===== config.mk =====
export PLATFORM = sky130hd
export DESIGN_NAME = res_selector
export DESIGN_NICKNAME = d
export VERILOG_FILES = /design/src/hdl/res_pkg.sv /design/src/hdl/res_selector.sv
export SDC_FILE = /design/constraint.sdc
export NUM_CORES = 1
export LEC_CHECK = 0
export ABC_AREA = 1
export ABC_CLOCK_PERIOD_IN_PS = 7500
export BUFFER_PORTS_ARGS = -buffer_cell sky130_fd_sc_hd__buf_2
export CAP_MARGIN = 10
export CORE_MARGIN = 4
export CORE_UTILIZATION = 30
export CTS_CLUSTER_DIAMETER = 80
export CTS_CLUSTER_SIZE = 40
export DETAILED_ROUTE_END_ITERATION = 10
export SETUP_SLACK_MARGIN = 0.1
export SYNTH_ARGS = -nofsm -noshare
export SYNTH_HDL_FRONTEND = slang
export SYNTH_SLANG_ARGS = --single-unit

===== constraint.sdc =====
create_clock -name ref_clk -period 7.5 [get_ports ref_clk]
set_clock_uncertainty 0.1 [all_clocks]
set_input_delay 2.25 -clock ref_clk [delete_from_list [all_inputs] [get_ports ref_clk]]
set_output_delay 2.25 -clock ref_clk [all_outputs]
set_load 0.02 [all_outputs]

===== src/hdl/res_pkg.sv =====
/*
 * Shared constants and carriers of the retirement event selector.
 * Assumes a single core clock and a plain register port.
 */
`default_nettype none
package res_pkg;
   // Register byte offsets
   localparam logic [7:0] OFS_GRP_CTL0  = 8'h00;
   localparam logic [7:0] OFS_CNT_CFG0  = 8'h10;
   localparam logic [7:0] OFS_STATUS    = 8'h28;
   localparam int         NUM_GRP       = 4;
   localparam int         NUM_CNT       = 6;
   // Event select control layout
   localparam int         ESEL_HI       = 31;
   localparam int         ESEL_LO       = 25;
   localparam int         EMASK_HI      = 24;
   localparam int         EMASK_LO      = 9;
   // Counter config layout
   localparam int         SRC_HI        = 15;
   localparam int         SRC_LO        = 13;
   localparam int         CFG_EN_BIT    = 12;
   localparam int         CFG_PSAMP_BIT = 1;
   localparam int         CFG_GHI_BIT   = 0;
   localparam logic [31:0] CFG_WMASK    = 32'h0000_f003;
   localparam logic [31:0] RST_VAL      = 32'h0000_0000;
   localparam int         STAT_INC_LO   = 8;
   // Event codes
   localparam logic [6:0] ESEL_MISPRED  = 7'h03;
   localparam logic [6:0] ESEL_ASSIST   = 7'h03;
   localparam logic [6:0] ESEL_CLEAR    = 7'h02;
   localparam logic [2:0] SRC_MISPRED   = 3'h4;
   localparam logic [2:0] SRC_GRP23     = 3'h5;
   // Mask bit positions
   localparam int         NON_SPECULATIVE_QUAL        = 0;
   localparam int         FP_STACK_UNDERFLOW_SEL      = 0;
   localparam int         FP_STACK_OVERFLOW_SEL       = 1;
   localparam int         RESULT_OVERFLOW_ASSIST_SEL  = 2;
   localparam int         RESULT_UNDERFLOW_ASSIST_SEL = 3;
   localparam int         INPUT_OPERAND_ASSIST_SEL    = 4;
   localparam int         CLEAR_ANY_SEL               = 0;
   localparam int         MEM_ORDER_FLUSH_SEL         = 2;
   localparam int         SELF_MOD_CODE_FLUSH_SEL     = 6;
   localparam int         ASSIST_TYPES  = 5;
   // Share of clear cycles counted: one in this many
   localparam int         CLEAR_DIV     = 2;

   typedef struct packed {
      logic       mispred_retire;
      logic       bogus;
      logic       fp_assist_retire_evt;
      logic [4:0] assist_type;
      logic       clr_active;
      logic       clr_mem_order;
      logic       clr_self_mod;
   } res_retire_s;
endpackage
`default_nettype wire


===== src/hdl/res_selector.sv =====
/*
 * Retirement event selector: qualifies three at-retirement events
 * onto six counter increment pulses (counters 12..17).
 * Assumes retirement signals arrive on ref_clk from core logic.
 */
// Functional notes
// - Select 03h with source 04h counts retired mispredicted branches.
// - Mask bit 0 limits mispredicted branch counting to non-speculative retirements.
// - Mispredicted branches come from groups 0 (12,13,16) and 1 (14,15,17).
// - Select 03h source 05h counts assisted x87 retirements, groups 2 and 3.
// - Mask bit 0 stack underflow assists, bit 1 stack overflow assists.
// - Mask bit 2 result overflow assists, bit 3 result underflow assists.
// - Mask bit 4 selects input operand assists.
// - Select 02h source 05h counts pipeline clears, groups 2 and 3.
// - Mask bit 0 counts a portion of clearing cycles, any cause.
// - Mask bit 2 counts each memory ordering clear once.
// - Mask bit 6 counts each self-modifying code clear once.
`timescale 1ns/1ps
`default_nettype none
module res_selector (
   // Clock and reset
   input  wire logic                 ref_clk,
   input  wire logic                 reset,
   // Register port
   input  wire logic [7:0]           reg_addr,
   input  wire logic [31:0]          reg_wdata,
   input  wire logic                 reg_wr,
   input  wire logic                 reg_rd,
   output logic      [31:0]          reg_rdata,
   // Retirement events
   input  wire res_pkg::res_retire_s retire_in,
   // Counter side
   output logic      [5:0]           cnt_inc,
   output logic                      precise_sampling_req
);
   logic [31:0] grp_ctl_r [res_pkg::NUM_GRP];
   logic [31:0] cnt_cfg_r [res_pkg::NUM_CNT];
   logic [31:0] reg_rdata_r;
   logic [5:0]  cnt_inc_r;
   logic [5:0]  cfg_valid;
   logic [5:0]  hit;
   logic [$clog2(res_pkg::CLEAR_DIV)-1:0] clr_div_r;
   logic        clr_phase;

   // Register writes
   always_ff @(posedge ref_clk) begin
      if (reset) begin
         for (int g = 0; g < res_pkg::NUM_GRP; g++) begin
            grp_ctl_r[g] <= res_pkg::RST_VAL;
         end
         for (int c = 0; c < res_pkg::NUM_CNT; c++) begin
            cnt_cfg_r[c] <= res_pkg::RST_VAL;
         end
      end else if (reg_wr) begin
         for (int g = 0; g < res_pkg::NUM_GRP; g++) begin
            if (reg_addr == res_pkg::OFS_GRP_CTL0 + 8'(4 * g)) begin
               grp_ctl_r[g] <= reg_wdata;
            end
         end
         for (int c = 0; c < res_pkg::NUM_CNT; c++) begin
            if (reg_addr == res_pkg::OFS_CNT_CFG0 + 8'(4 * c)) begin
               cnt_cfg_r[c] <= reg_wdata & res_pkg::CFG_WMASK;
            end
         end
      end
   end

   // Register reads, data valid only in the cycle after the strobe
   always_ff @(posedge ref_clk) begin
      if (reset) begin
         reg_rdata_r <= 32'h0000_0000;
      end else if (reg_rd) begin
         reg_rdata_r <= 32'h0000_0000;
         for (int g = 0; g < res_pkg::NUM_GRP; g++) begin
            if (reg_addr == res_pkg::OFS_GRP_CTL0 + 8'(4 * g)) begin
               reg_rdata_r <= grp_ctl_r[g];
            end
         end
         for (int c = 0; c < res_pkg::NUM_CNT; c++) begin
            if (reg_addr == res_pkg::OFS_CNT_CFG0 + 8'(4 * c)) begin
               reg_rdata_r <= cnt_cfg_r[c];
            end
         end
         if (reg_addr == res_pkg::OFS_STATUS) begin
            reg_rdata_r <= {18'h0_0000, cnt_inc_r, 2'h0, cfg_valid};
         end
      end else begin
         reg_rdata_r <= 32'h0000_0000;
      end
   end
   assign reg_rdata = reg_rdata_r;

   // Divider for partial counting of clearing cycles
   always_ff @(posedge ref_clk) begin
      if (reset || !retire_in.clr_active) begin
         clr_div_r <= '0;
      end else if (clr_div_r == ($clog2(res_pkg::CLEAR_DIV))'(res_pkg::CLEAR_DIV - 1)) begin
         clr_div_r <= '0;
      end else begin
         clr_div_r <= clr_div_r + 1'b1;
      end
   end
   assign clr_phase = (clr_div_r == '0);

   // Event match for one counter given its group control and source
   function automatic logic evt_hit(input logic        hi_grp,
                                    input logic [31:0] ctl,
                                    input logic [2:0]  src,
                                    input res_pkg::res_retire_s ev,
                                    input logic        phase);
      logic [6:0]  es;
      logic [15:0] m;
      logic        h;
      es = ctl[res_pkg::ESEL_HI:res_pkg::ESEL_LO];
      m  = ctl[res_pkg::EMASK_HI:res_pkg::EMASK_LO];
      h  = 1'b0;
      if (!hi_grp) begin
         if (es == res_pkg::ESEL_MISPRED && src == res_pkg::SRC_MISPRED) begin
            h = ev.mispred_retire && m[res_pkg::NON_SPECULATIVE_QUAL]
                && !ev.bogus;
         end
      end else if (src == res_pkg::SRC_GRP23) begin
         if (es == res_pkg::ESEL_ASSIST) begin
            h = ev.fp_assist_retire_evt && |({m[res_pkg::INPUT_OPERAND_ASSIST_SEL],
                   m[res_pkg::RESULT_UNDERFLOW_ASSIST_SEL],
                   m[res_pkg::RESULT_OVERFLOW_ASSIST_SEL],
                   m[res_pkg::FP_STACK_OVERFLOW_SEL],
                   m[res_pkg::FP_STACK_UNDERFLOW_SEL]} & ev.assist_type);
         end else if (es == res_pkg::ESEL_CLEAR) begin
            h = (m[res_pkg::CLEAR_ANY_SEL] && ev.clr_active && phase)
                || (m[res_pkg::MEM_ORDER_FLUSH_SEL] && ev.clr_mem_order)
                || (m[res_pkg::SELF_MOD_CODE_FLUSH_SEL] && ev.clr_self_mod);
         end
      end
      return h;
   endfunction

   // Counters 12,13,16 use groups 0/2; 14,15,17 use groups 1/3
   for (genvar c = 0; c < res_pkg::NUM_CNT; c++) begin : g_cnt
      localparam logic ODD_SET = (c == 2) || (c == 3) || (c == 5);
      logic       hi_grp;
      logic [1:0] grp;
      logic [2:0] src;
      logic [6:0] es;
      assign hi_grp = cnt_cfg_r[c][res_pkg::CFG_GHI_BIT];
      assign grp    = {hi_grp, ODD_SET};
      assign src    = cnt_cfg_r[c][res_pkg::SRC_HI:res_pkg::SRC_LO];
      assign es     = grp_ctl_r[grp][res_pkg::ESEL_HI:res_pkg::ESEL_LO];
      assign cfg_valid[c] = cnt_cfg_r[c][res_pkg::CFG_EN_BIT]
         && ((!hi_grp && es == res_pkg::ESEL_MISPRED && src == res_pkg::SRC_MISPRED)
         || (hi_grp && src == res_pkg::SRC_GRP23
             && (es == res_pkg::ESEL_ASSIST || es == res_pkg::ESEL_CLEAR)));
      assign hit[c] = cfg_valid[c]
         && evt_hit(hi_grp, grp_ctl_r[grp], src, retire_in, clr_phase);
   end

   // Registered increment pulses
   always_ff @(posedge ref_clk) begin
      if (reset) begin
         cnt_inc_r <= 6'h00;
      end else begin
         cnt_inc_r <= hit;
      end
   end
   assign cnt_inc = cnt_inc_r;

   // Sampling request bit is stored but never honoured
   assign precise_sampling_req = 1'b0;
endmodule
`default_nettype wire


### After elaboration in Yosys (flattened, before gate mapping)

Memory sizes are Yosys's and may differ from the RTL's.
Index checks and enable logic that the tools add are counted.

| word-level totals | value |
|---|---|
| flip-flop bits (word level) | 39 |
| output and inout port bits | 39 |
| bits of input ports | 55 |
| RAM bits | 164 |
| memories | 2 |

| cells by class | value |
|---|---|
| muxes and demuxes | 93 |
| equality and inequality tests | 34 |
| add/sub/neg operators | 1 |
| reduce and logical (&&, ||, !) cells | 127 |
| bitwise logic cells | 18 |

Memories:

| memory | words | bits a word | read ports | clocked after Yosys merged registers in | write ports | line | RTL |
|---|---|---|---|---|---|---|---|
| grp_ctl_r | 4 | 32 | 10 | 0 | 4 | res_selector.sv:36 | `logic [31:0] grp_ctl_r [res_pkg::NUM_GRP];` |
| cnt_cfg_r | 6 | 6 | 6 | 0 | 6 | res_selector.sv:37 | `logic [31:0] cnt_cfg_r [res_pkg::NUM_CNT];` |

Operator list:

| cell | number |
|---|---|
| $mux W32 | 14 |
| $eq A7 B2 Y1 const B | 12 |
| $logic_and A1 B1 Y1 | 84 |
| $mux W1 | 72 |
| $eq A3 B3 Y1 const B | 12 |
| $mux W6 | 6 |
| $eq A8 B5 Y1 const B | 4 |
| $and A5 B5 Y5 | 6 |
| $reduce_or A5 Y1 | 6 |
| $logic_or A1 B1 Y1 | 25 |
| $eq A8 B6 Y1 const B | 3 |
| $eq A8 B4 Y1 const B | 2 |
| $mux W14 | 1 |
| $or A1 B1 Y1 | 10 |
| $eq A8 B3 Y1 const B | 1 |
| $logic_not A1 Y1 | 8 |
| $logic_not A8 Y1 | 1 |
| $reduce_or A2 Y1 | 2 |
| $reduce_or A3 Y1 | 1 |
| $not A1 Y1 | 2 |
| $add A1 B1 Y1 const B | 1 |

### Logic depth before layout (Yosys ltp)

Gate-level depths: netlist (run 1).

| logic depth | value |
|---|---|
| word-level depth | 12 |
| mapped depth | 12 |

### Least setup slack after synthesis (run 1)

No wires, ideal clock.

| timing | value |
|---|---|
| path kind | input port to flip-flop |
| start | input reg_addr[5] |
| end | memory grp_ctl_r[0][0], enable pin |
| arrival | 5.200 ns |
| path slack | 1.735 ns |
| stages | 6 |
| cells stage by stage | nor2_1 -> nand2_1 -> nor2_1 -> buf_2 -> inv_1 -> o21ai_0 |

RTL lines:

| what | line | RTL |
|---|---|---|
| start: declaration | res_selector.sv:25 | `input wire logic [7:0] reg_addr,` |
| end: declaration | res_selector.sv:36 |  |

==> metrics.md, run 1 <==
| Metric | Value |
|---|---|
| Largest net degree at the start of global routing | `33` |
| Worst r2r src | `cnt_cfg_r[1][0]` |
| Postcts setup bufs | `0` |
| Share of post-route cells with drive strength above 1 | `13.7%` |
| CTS max path bufs | `3` |
| Min Tclk post-route | `4.51 ns` |
| Dpl ws | `2.43 ns` |
| Leakage power | `4.38 nW` |
| Crit Path Category | `input pin to register` |
| Peak Freq | `222 MHz` |
| Syn_area_per_cell | `between 9 and 10 µm²` |
| Status | `finished clean` |
| Core Area | `a little over 30000 µm²` |
| Layout Nets | `1184` |
| Commonest non-fill, non-tap cell in the layout | `nor2_1` |
| Crit path max fanout | `32` |
| Worst hold stages | `2` |
| Ranking of synthesized cells by area | `edfxtp_1 (52%), nor2_1 (8.6%), nand2_1 (8.5%)` |
| Synth unique cells | `41` |
| Clock Sink Count | `203` |
| Syn Nets | `between 1000 and 1500` |
| Critical Path RT | `just under 8 ns` |
| RSZ-0062 raised after global routing | `false` |
| Levels on crit path | `8` |
| Pins Over Slew Limit | `0` |
| Register area share after synthesis | `60.0%` |
| Crit path launch | `reg_addr[0]` |
| Worst reg2reg endpoint | `cnt_inc[1]` |
| Crit-path cells | `buf_2 -> inv_1 -> nand2_4 -> nor2_1 -> nand2_2 -> inv_2 -> nand3_2 -> nor2_1` |
| IO Port Bufs | `92` |
| Initial antenna violation count | `1` |
| Via count | `7648` |
| Clock Root Buffer | `clkbuf_16` |
| Setup TNS | `0 ns` |
| First-pass GRT wire length | `43.2 mm` |
| Area share of the largest cell type after synthesis | `51.8%` |
| Ys Warns | `0` |
| GRT Util Overall | `16.2%` |
| Clock slew at reported path FFs | `0.11 ns` |
| Crit end category | `register` |
| CTS Buf Count | `12` |
| WP buf/inv | `3` |
| Worst skew pair latency | `0.50 ns` |
| Synthesized cell area | `9510 µm²` |
| Least-Margin Pin Slew | `1.22 ns` |
| Placement Rows | `64` |
| Number of max-cap violations | `0` |
| Post_cts resized | `0` |
| Arr. time, crit path | `4.74 ns` |
| Worst setup path end | `grp_ctl_r[3][7]` |
| Starting Density | `30.8%` |
| Via-to-Cell Ratio | `5.00` |
| Final hold viol count | `0` |
| CP peak stage delay | `approximately 0.77 ns` |
| Slew HR | `between 10% and 20%` |
| Highest-count cells in the layout ignoring fill and taps | `nor2_1 (217), nand2_1 (216), edfxtp_1 (164)` |
| Grt met1 use | `23.0%` |
| Die X | `roughly 190 µm` |
| Met3 usage | `~2.3%` |
| GPL Wtd Cong | `just under 0.9` |
| Wirelength per Cell | `around 19 µm` |
| Hold Path Class | `register to register` |
| Critical Path Source Type | `input pin` |
| Total wire length after detailed routing | `about 29 mm` |
| Met2 Resource Use GR | `26.9%` |
| Die footprint | `34600 µm²` |
| Slowest CP cell | `nand3_2` |
| Setup ws final | `2.99 ns` |
| Yosys top cell by area | `edfxtp_1` |
| Gate Count Post-Synth | `1051` |
| I/O Pins | `94` |
| Most common cell on crit path | `nor2_1` |
| Hold WS | `0.348 ns` |
| Busiest grt layer | `met2` |
| H-tree Lvls | `1` |
| Grt total ovfl | `0` |
| Post-DP HPWL | `20.0 mm` |
| ANT cells | `0` |
| Final period util | `60.2%` |
| Setup Viol. Count Final | `0` |
| Seq cells post-synth | `about 200` |
| Vias in the first global route | `7405` |
| PwrDens | `201 nW/µm²` |
| Routed Antenna Nets | `0` |
| Die height | `186 µm` |
| Drt drc | `0` |
| R2R cell count | `7` |
| CTS Hold Buffers Added | `0` |
| Layout Area Growth over Synthesis | `13.5%` |
| Worst reg2reg setup slack | `~5.2 ns` |
| Drt first pass iters | `5` |
| Top Family by Delay on Critical Path | `simple AND/OR/NAND/NOR gates` |
| CTS tree | `yes` |
| DRT iter0 DRCs | `772` |
| VDD IR max | `0.000105 V` |
[layer usage]
layer	part of all wire, %	wire (µm)	vias to the layer above
met2	47	13400	254
met1	46	13100	3695
met3	6.3	1820	31
met5	0.045	13	-
li1	-	-	3666
met4	1.3	380	2
[power by group]
part / internal, W / switching [W]
combinational: 0.0000386 / 0.000108
sequential: 0.00126 / 0.0000295
clock: 0.000336 / 0.000402
total: 0.00163 / 0.000539
[cells in the mapped netlist]
library cell / n
clkinv_2: 1
a41oi_1: 7
nor2_4: 1
nor2_2: 3
nand4_1: 11
inv_1: 95
a221oi_1: 5
a22o_1: 6
nor4_1: 4
a21oi_1: 36
buf_4: 4
clkinv_1: 9
nand4_2: 1
buf_6: 1
buf_2: 18
nand3b_1: 4
nor3_4: 1
a41oi_2: 1
a21boi_0: 2
nor3_2: 1
or2_2: 2
o211ai_1: 8
nor3_1: 12
nand2_1: 216
nor2_1: 218
conb_1: 1
nand3_2: 1
nand2_4: 4
inv_2: 7
a31oi_1: 4
clkbuf_2: 1
o21ai_1: 2
a21oi_2: 3
edfxtp_1: 164
o21ai_0: 72
dfxtp_1: 39
and3_1: 1
clkbuf_1: 11
nand2_2: 8
o22ai_1: 10
nand3_1: 56
[flip-flops by register name, summed over array words and instances (netlist names)]
name	flops
grp_ctl_r	128
cnt_cfg_r	36
reg_rdata	32
cnt_inc	6
clr_div_r	1
[per-stage QoR]
step                      util (%)  power [W]  instances  instance area (µm²)
after floorplan                  -    0.00139       1051                 9510
after global placement        33.6    0.00146       1510                10400
after detailed placement      33.6    0.00146       1510                10400
after CTS                     34.9    0.00219       1530                10800
after global routing          34.9    0.00225       1531                10800
final                         34.9    0.00217       1531                10800
[logic make-up (layout without fill, tap and decap cells)]
logic type	count (synthesis)	after routing	share of synthesized area [%]
AO/OA/AOI/OAI	156	156	9.61
AND/OR/NAND/NOR	544	544	24.0
buffers and inverters	147	231	6.30
other	1	1	0.0394
flip-flops	203	203	60.0
[worst register-to-register path: cells and delay by family, from the launching register on]
kind            cells  cell delay, ns
compound gates      2            0.51
buf+inv             1            0.39
flops               1            0.57
simple gates        4            0.65
[cell type report]
cell class / count / area (µm²)
clock buffers: 16 / 337
clock inverters: 4 / 53.8
fillers: 3198 / 20100
inverters: 112 / 422
multi-input cells: 701 / 3260
flip-flops and latches: 203 / 5710
well taps: 396 / 495
repair buffers: 99 / 526
[worst min path at each step]
stage / startpoint / slack (ns) / endpoint
after detailed placement: cnt_inc[4] / 0.34 / reg_rdata[12]
after global routing: cnt_inc[4] / 0.40 / reg_rdata[12]
after floorplan: grp_ctl_r[3][18] / 0.36 / reg_rdata[18]
final: cnt_inc[4] / 0.35 / reg_rdata[12]
after global placement: cnt_inc[4] / 0.35 / reg_rdata[12]
after CTS: cnt_inc[4] / 0.35 / reg_rdata[12]
Note: power is estimated with default switching activity, not from simulation.
==> run 2, diff against run 1 <==
ABC_CLOCK_PERIOD_IN_PS = 3700   (was 7500)
clock period = 3.7 ns   (was 7.5 ns; I/O delays follow)
==> run 2 against run 1 <==
Sequential share of layout area fell by 0.96 points. Final cell count rose by 1.1%. Highest routed layer unchanged. Sequential cell count did not move.
==> metrics.md, run 2 (synthesis gave the netlist of run 1 again) <==
| Metric | Value |
|---|---|
| GRT Util Overall | `about 17%` |
| Clock slew at reported path FFs | `0.11 ns` |
| Grt total ovfl | `0` |
| H-tree Lvls | `1` |
| Arr. time, crit path | `between 2 and 3 ns` |
| Initial antenna violation count | `1` |
| Drt drc | `0` |
| DRT iter0 DRCs | `780` |
| IO Port Bufs | `92` |
| Placement Rows | `between 60 and 70` |
| CTS Buf Count | `12` |
| Die height | `186 µm` |
| WP buf/inv | `5` |
| Least-Margin Pin Slew | `0.819 ns` |
| Wirelength per Cell | `roughly 19 µm` |
| Leakage power | `4.50 nW` |
| Total wire length after detailed routing | `approximately 29 mm` |
| PwrDens | `413 nW/µm²` |
| Peak Freq | `378 MHz` |
| Flop pwr share | `57.6%` |
| Final hold viol count | `0` |
| GPL Wtd Cong | `0.961` |
| Most common cell on crit path | `nand2_1` |
| CP peak stage delay | `0.35 ns` |
| Biggest register | `grp_ctl_r` |
| Post-DP HPWL | `21.2 mm` |
| Commonest non-fill, non-tap cell in the layout | `nor2_1` |
| Via-to-Cell Ratio | `5.02` |
| Hold Path Class | `register to register` |
| Via count | `just under 8000` |
| Max FFs per register | `128` |
| Worst skew pair latency | `about 0.50 ns` |
| Largest net degree at the start of global routing | `38` |
| Starting Density | `30.8%` |
| Power share of the combinational group | `6.8%` |
| Layout Nets | `1201` |
| Drt first pass iters | `5` |
| Clk pwr share | `between 30% and 40%` |
| Final period util | `71.5%` |
| Layout Area Growth over Synthesis | `15.6%` |
| Setup Viol. Count Final | `0` |
| RSZ-0062 raised after global routing | `false` |
| Critical Path RT | `about 4 ns` |
| Share of post-route cells with drive strength above 1 | `around 15%` |
| Number of max-cap violations | `0` |
| Post_cts resized | `0` |
| ANT cells | `0` |
| Status | `finished clean` |
| Setup TNS | `0 ns` |
| Switching power | `0.00112 W` |
| Clock Root Buffer | `clkbuf_16` |
| Top Family by Delay on Critical Path | `simple AND/OR/NAND/NOR gates` |
| First-pass GRT wire length | `44.3 mm` |
| Die footprint | `34600 µm²` |
| Postcts setup bufs | `0` |
| Min Tclk post-route | `~2.6 ns` |
| Vias in the first global route | `7507` |
| CTS tree | `yes` |
| Pins Over Slew Limit | `0` |
| Net Sw Frac | `24.8%` |
| CTS max path bufs | `3` |
| Internal cell power | `0.00341 W` |
| Final core utilization | `35.6%` |
| Critical Path Source Type | `input pin` |
| I/O Pins | `94` |
| CTS Hold Buffers Added | `0` |
| Slew HR | `between 40% and 50%` |
| Crit path max fanout | `28` |
| Clock Sink Count | `about 200` |
| Slowest CP cell | `buf_4` |
| Routed Antenna Nets | `0` |
| Hold WS | `0.354 ns` |
| Die X | `186 µm` |
| Core Area | `between 30000 and 40000 µm²` |
| Crit end category | `register` |
| Highest-count cells in the layout ignoring fill and taps | `nor2_1 (217), nand2_1 (216), edfxtp_1 (164)` |
| Crit Path Category | `input pin to register` |
| Crit-path cells | `buf_2 -> inv_1 -> nand2_4 -> nor2_1 -> nand2_2 -> inv_2 -> buf_4 -> nand2_1 -> nand4_1 -> nand2_1 -> nand3b_1 -> nand2_1 -> inv_1` |
| VDD IR max | `0.000260 V` |
| Overall Power | `approximately 0.0045 W` |
[run 2: cell count changes in the layout (fill, tap and decap cells not counted)]
| cell | previous run | this run |
|---|---|---|
| clkbuf_1 | 3 | 0 |
| nand3_1 | 55 | 56 |
| inv_16 | 1 | 2 |
| buf_4 | 6 | 22 |
| inv_6 | 2 | 0 |
| nand3_2 | 2 | 1 |
| bufinv_16 | 0 | 1 |
| clkinv_8 | 1 | 2 |
| buf_12 | 1 | 2 |
| inv_8 | 0 | 1 |
| inv_12 | 0 | 1 |
[run 2: final cells by class]
| type | instances | area [µm²] |
|---|---|---|
| Fill cell | 3178 | 19900 |
| Sequential cell | 203 | 5710 |
| Multi-Input combinational cell | 701 | 3250 |
| Timing Repair Buffer | 116 | 666 |
| Tap cell | 396 | 495 |
| Inverter | 112 | 422 |
| Clock buffer | 13 | 325 |
| Clock inverter | 7 | 130 |
[run 2: layer usage]
metal  wire length (µm)  vias up  track usage, %  share of wire [%]
met4                546        2            3.53                1.9
met2              13700      326            27.3                 47
met1              12500     3700            23.5                 43
li1                   -     3705               -                  -
met3               2240       45            2.25                7.7
met5                  7        -               0              0.024
[run 2: per-stage QoR]
| stage | setup WS [ns] | instances | cell area, µm² |
|---|---|---|---|
| floorplan | 0.0785 | 1051 | 9520 |
| global placement | 0.622 | 1528 | 10500 |
| detailed placement | 0.554 | 1528 | 10500 |
| CTS | 1.06 | 1548 | 11000 |
| global route | 0.943 | 1548 | 11000 |
| finish | 1.05 | 1548 | 11000 |
[run 2: tightest hold or removal path, delay by kind of cell, from the launching register on]
| family | cells | cell delay (ns) |
|---|---|---|
| DFF | 1 | 0.32 |
| AOI/OAI and AO/OA | 1 | 0.06 |
| and+or+nand+nor | 1 | 0.06 |
[run 2: final timing paths]
check                        from            end  slack (ns)  cells after the start
hold reg to reg        cnt_inc[0]   reg_rdata[8]        0.35                      2
setup reg to reg  cnt_cfg_r[1][0]     cnt_inc[1]        1.29                      7
setup / recovery      reg_addr[0]  reg_rdata[15]        1.05                     13
hold / removal         cnt_inc[0]   reg_rdata[8]        0.35                      2
[run 2: power by group through the flow]
stage / Clock [W] / Combinational [W] / Sequential (W)
after CTS: 0.00167 / 0.000308 / 0.00261
after detailed placement: 0 / 0.000307 / 0.00266
after global routing: 0.00174 / 0.000342 / 0.00262
after global placement: 0 / 0.000306 / 0.00266
after floorplan: 0 / 0.000179 / 0.00264
final: 0.00161 / 0.000309 / 0.00261
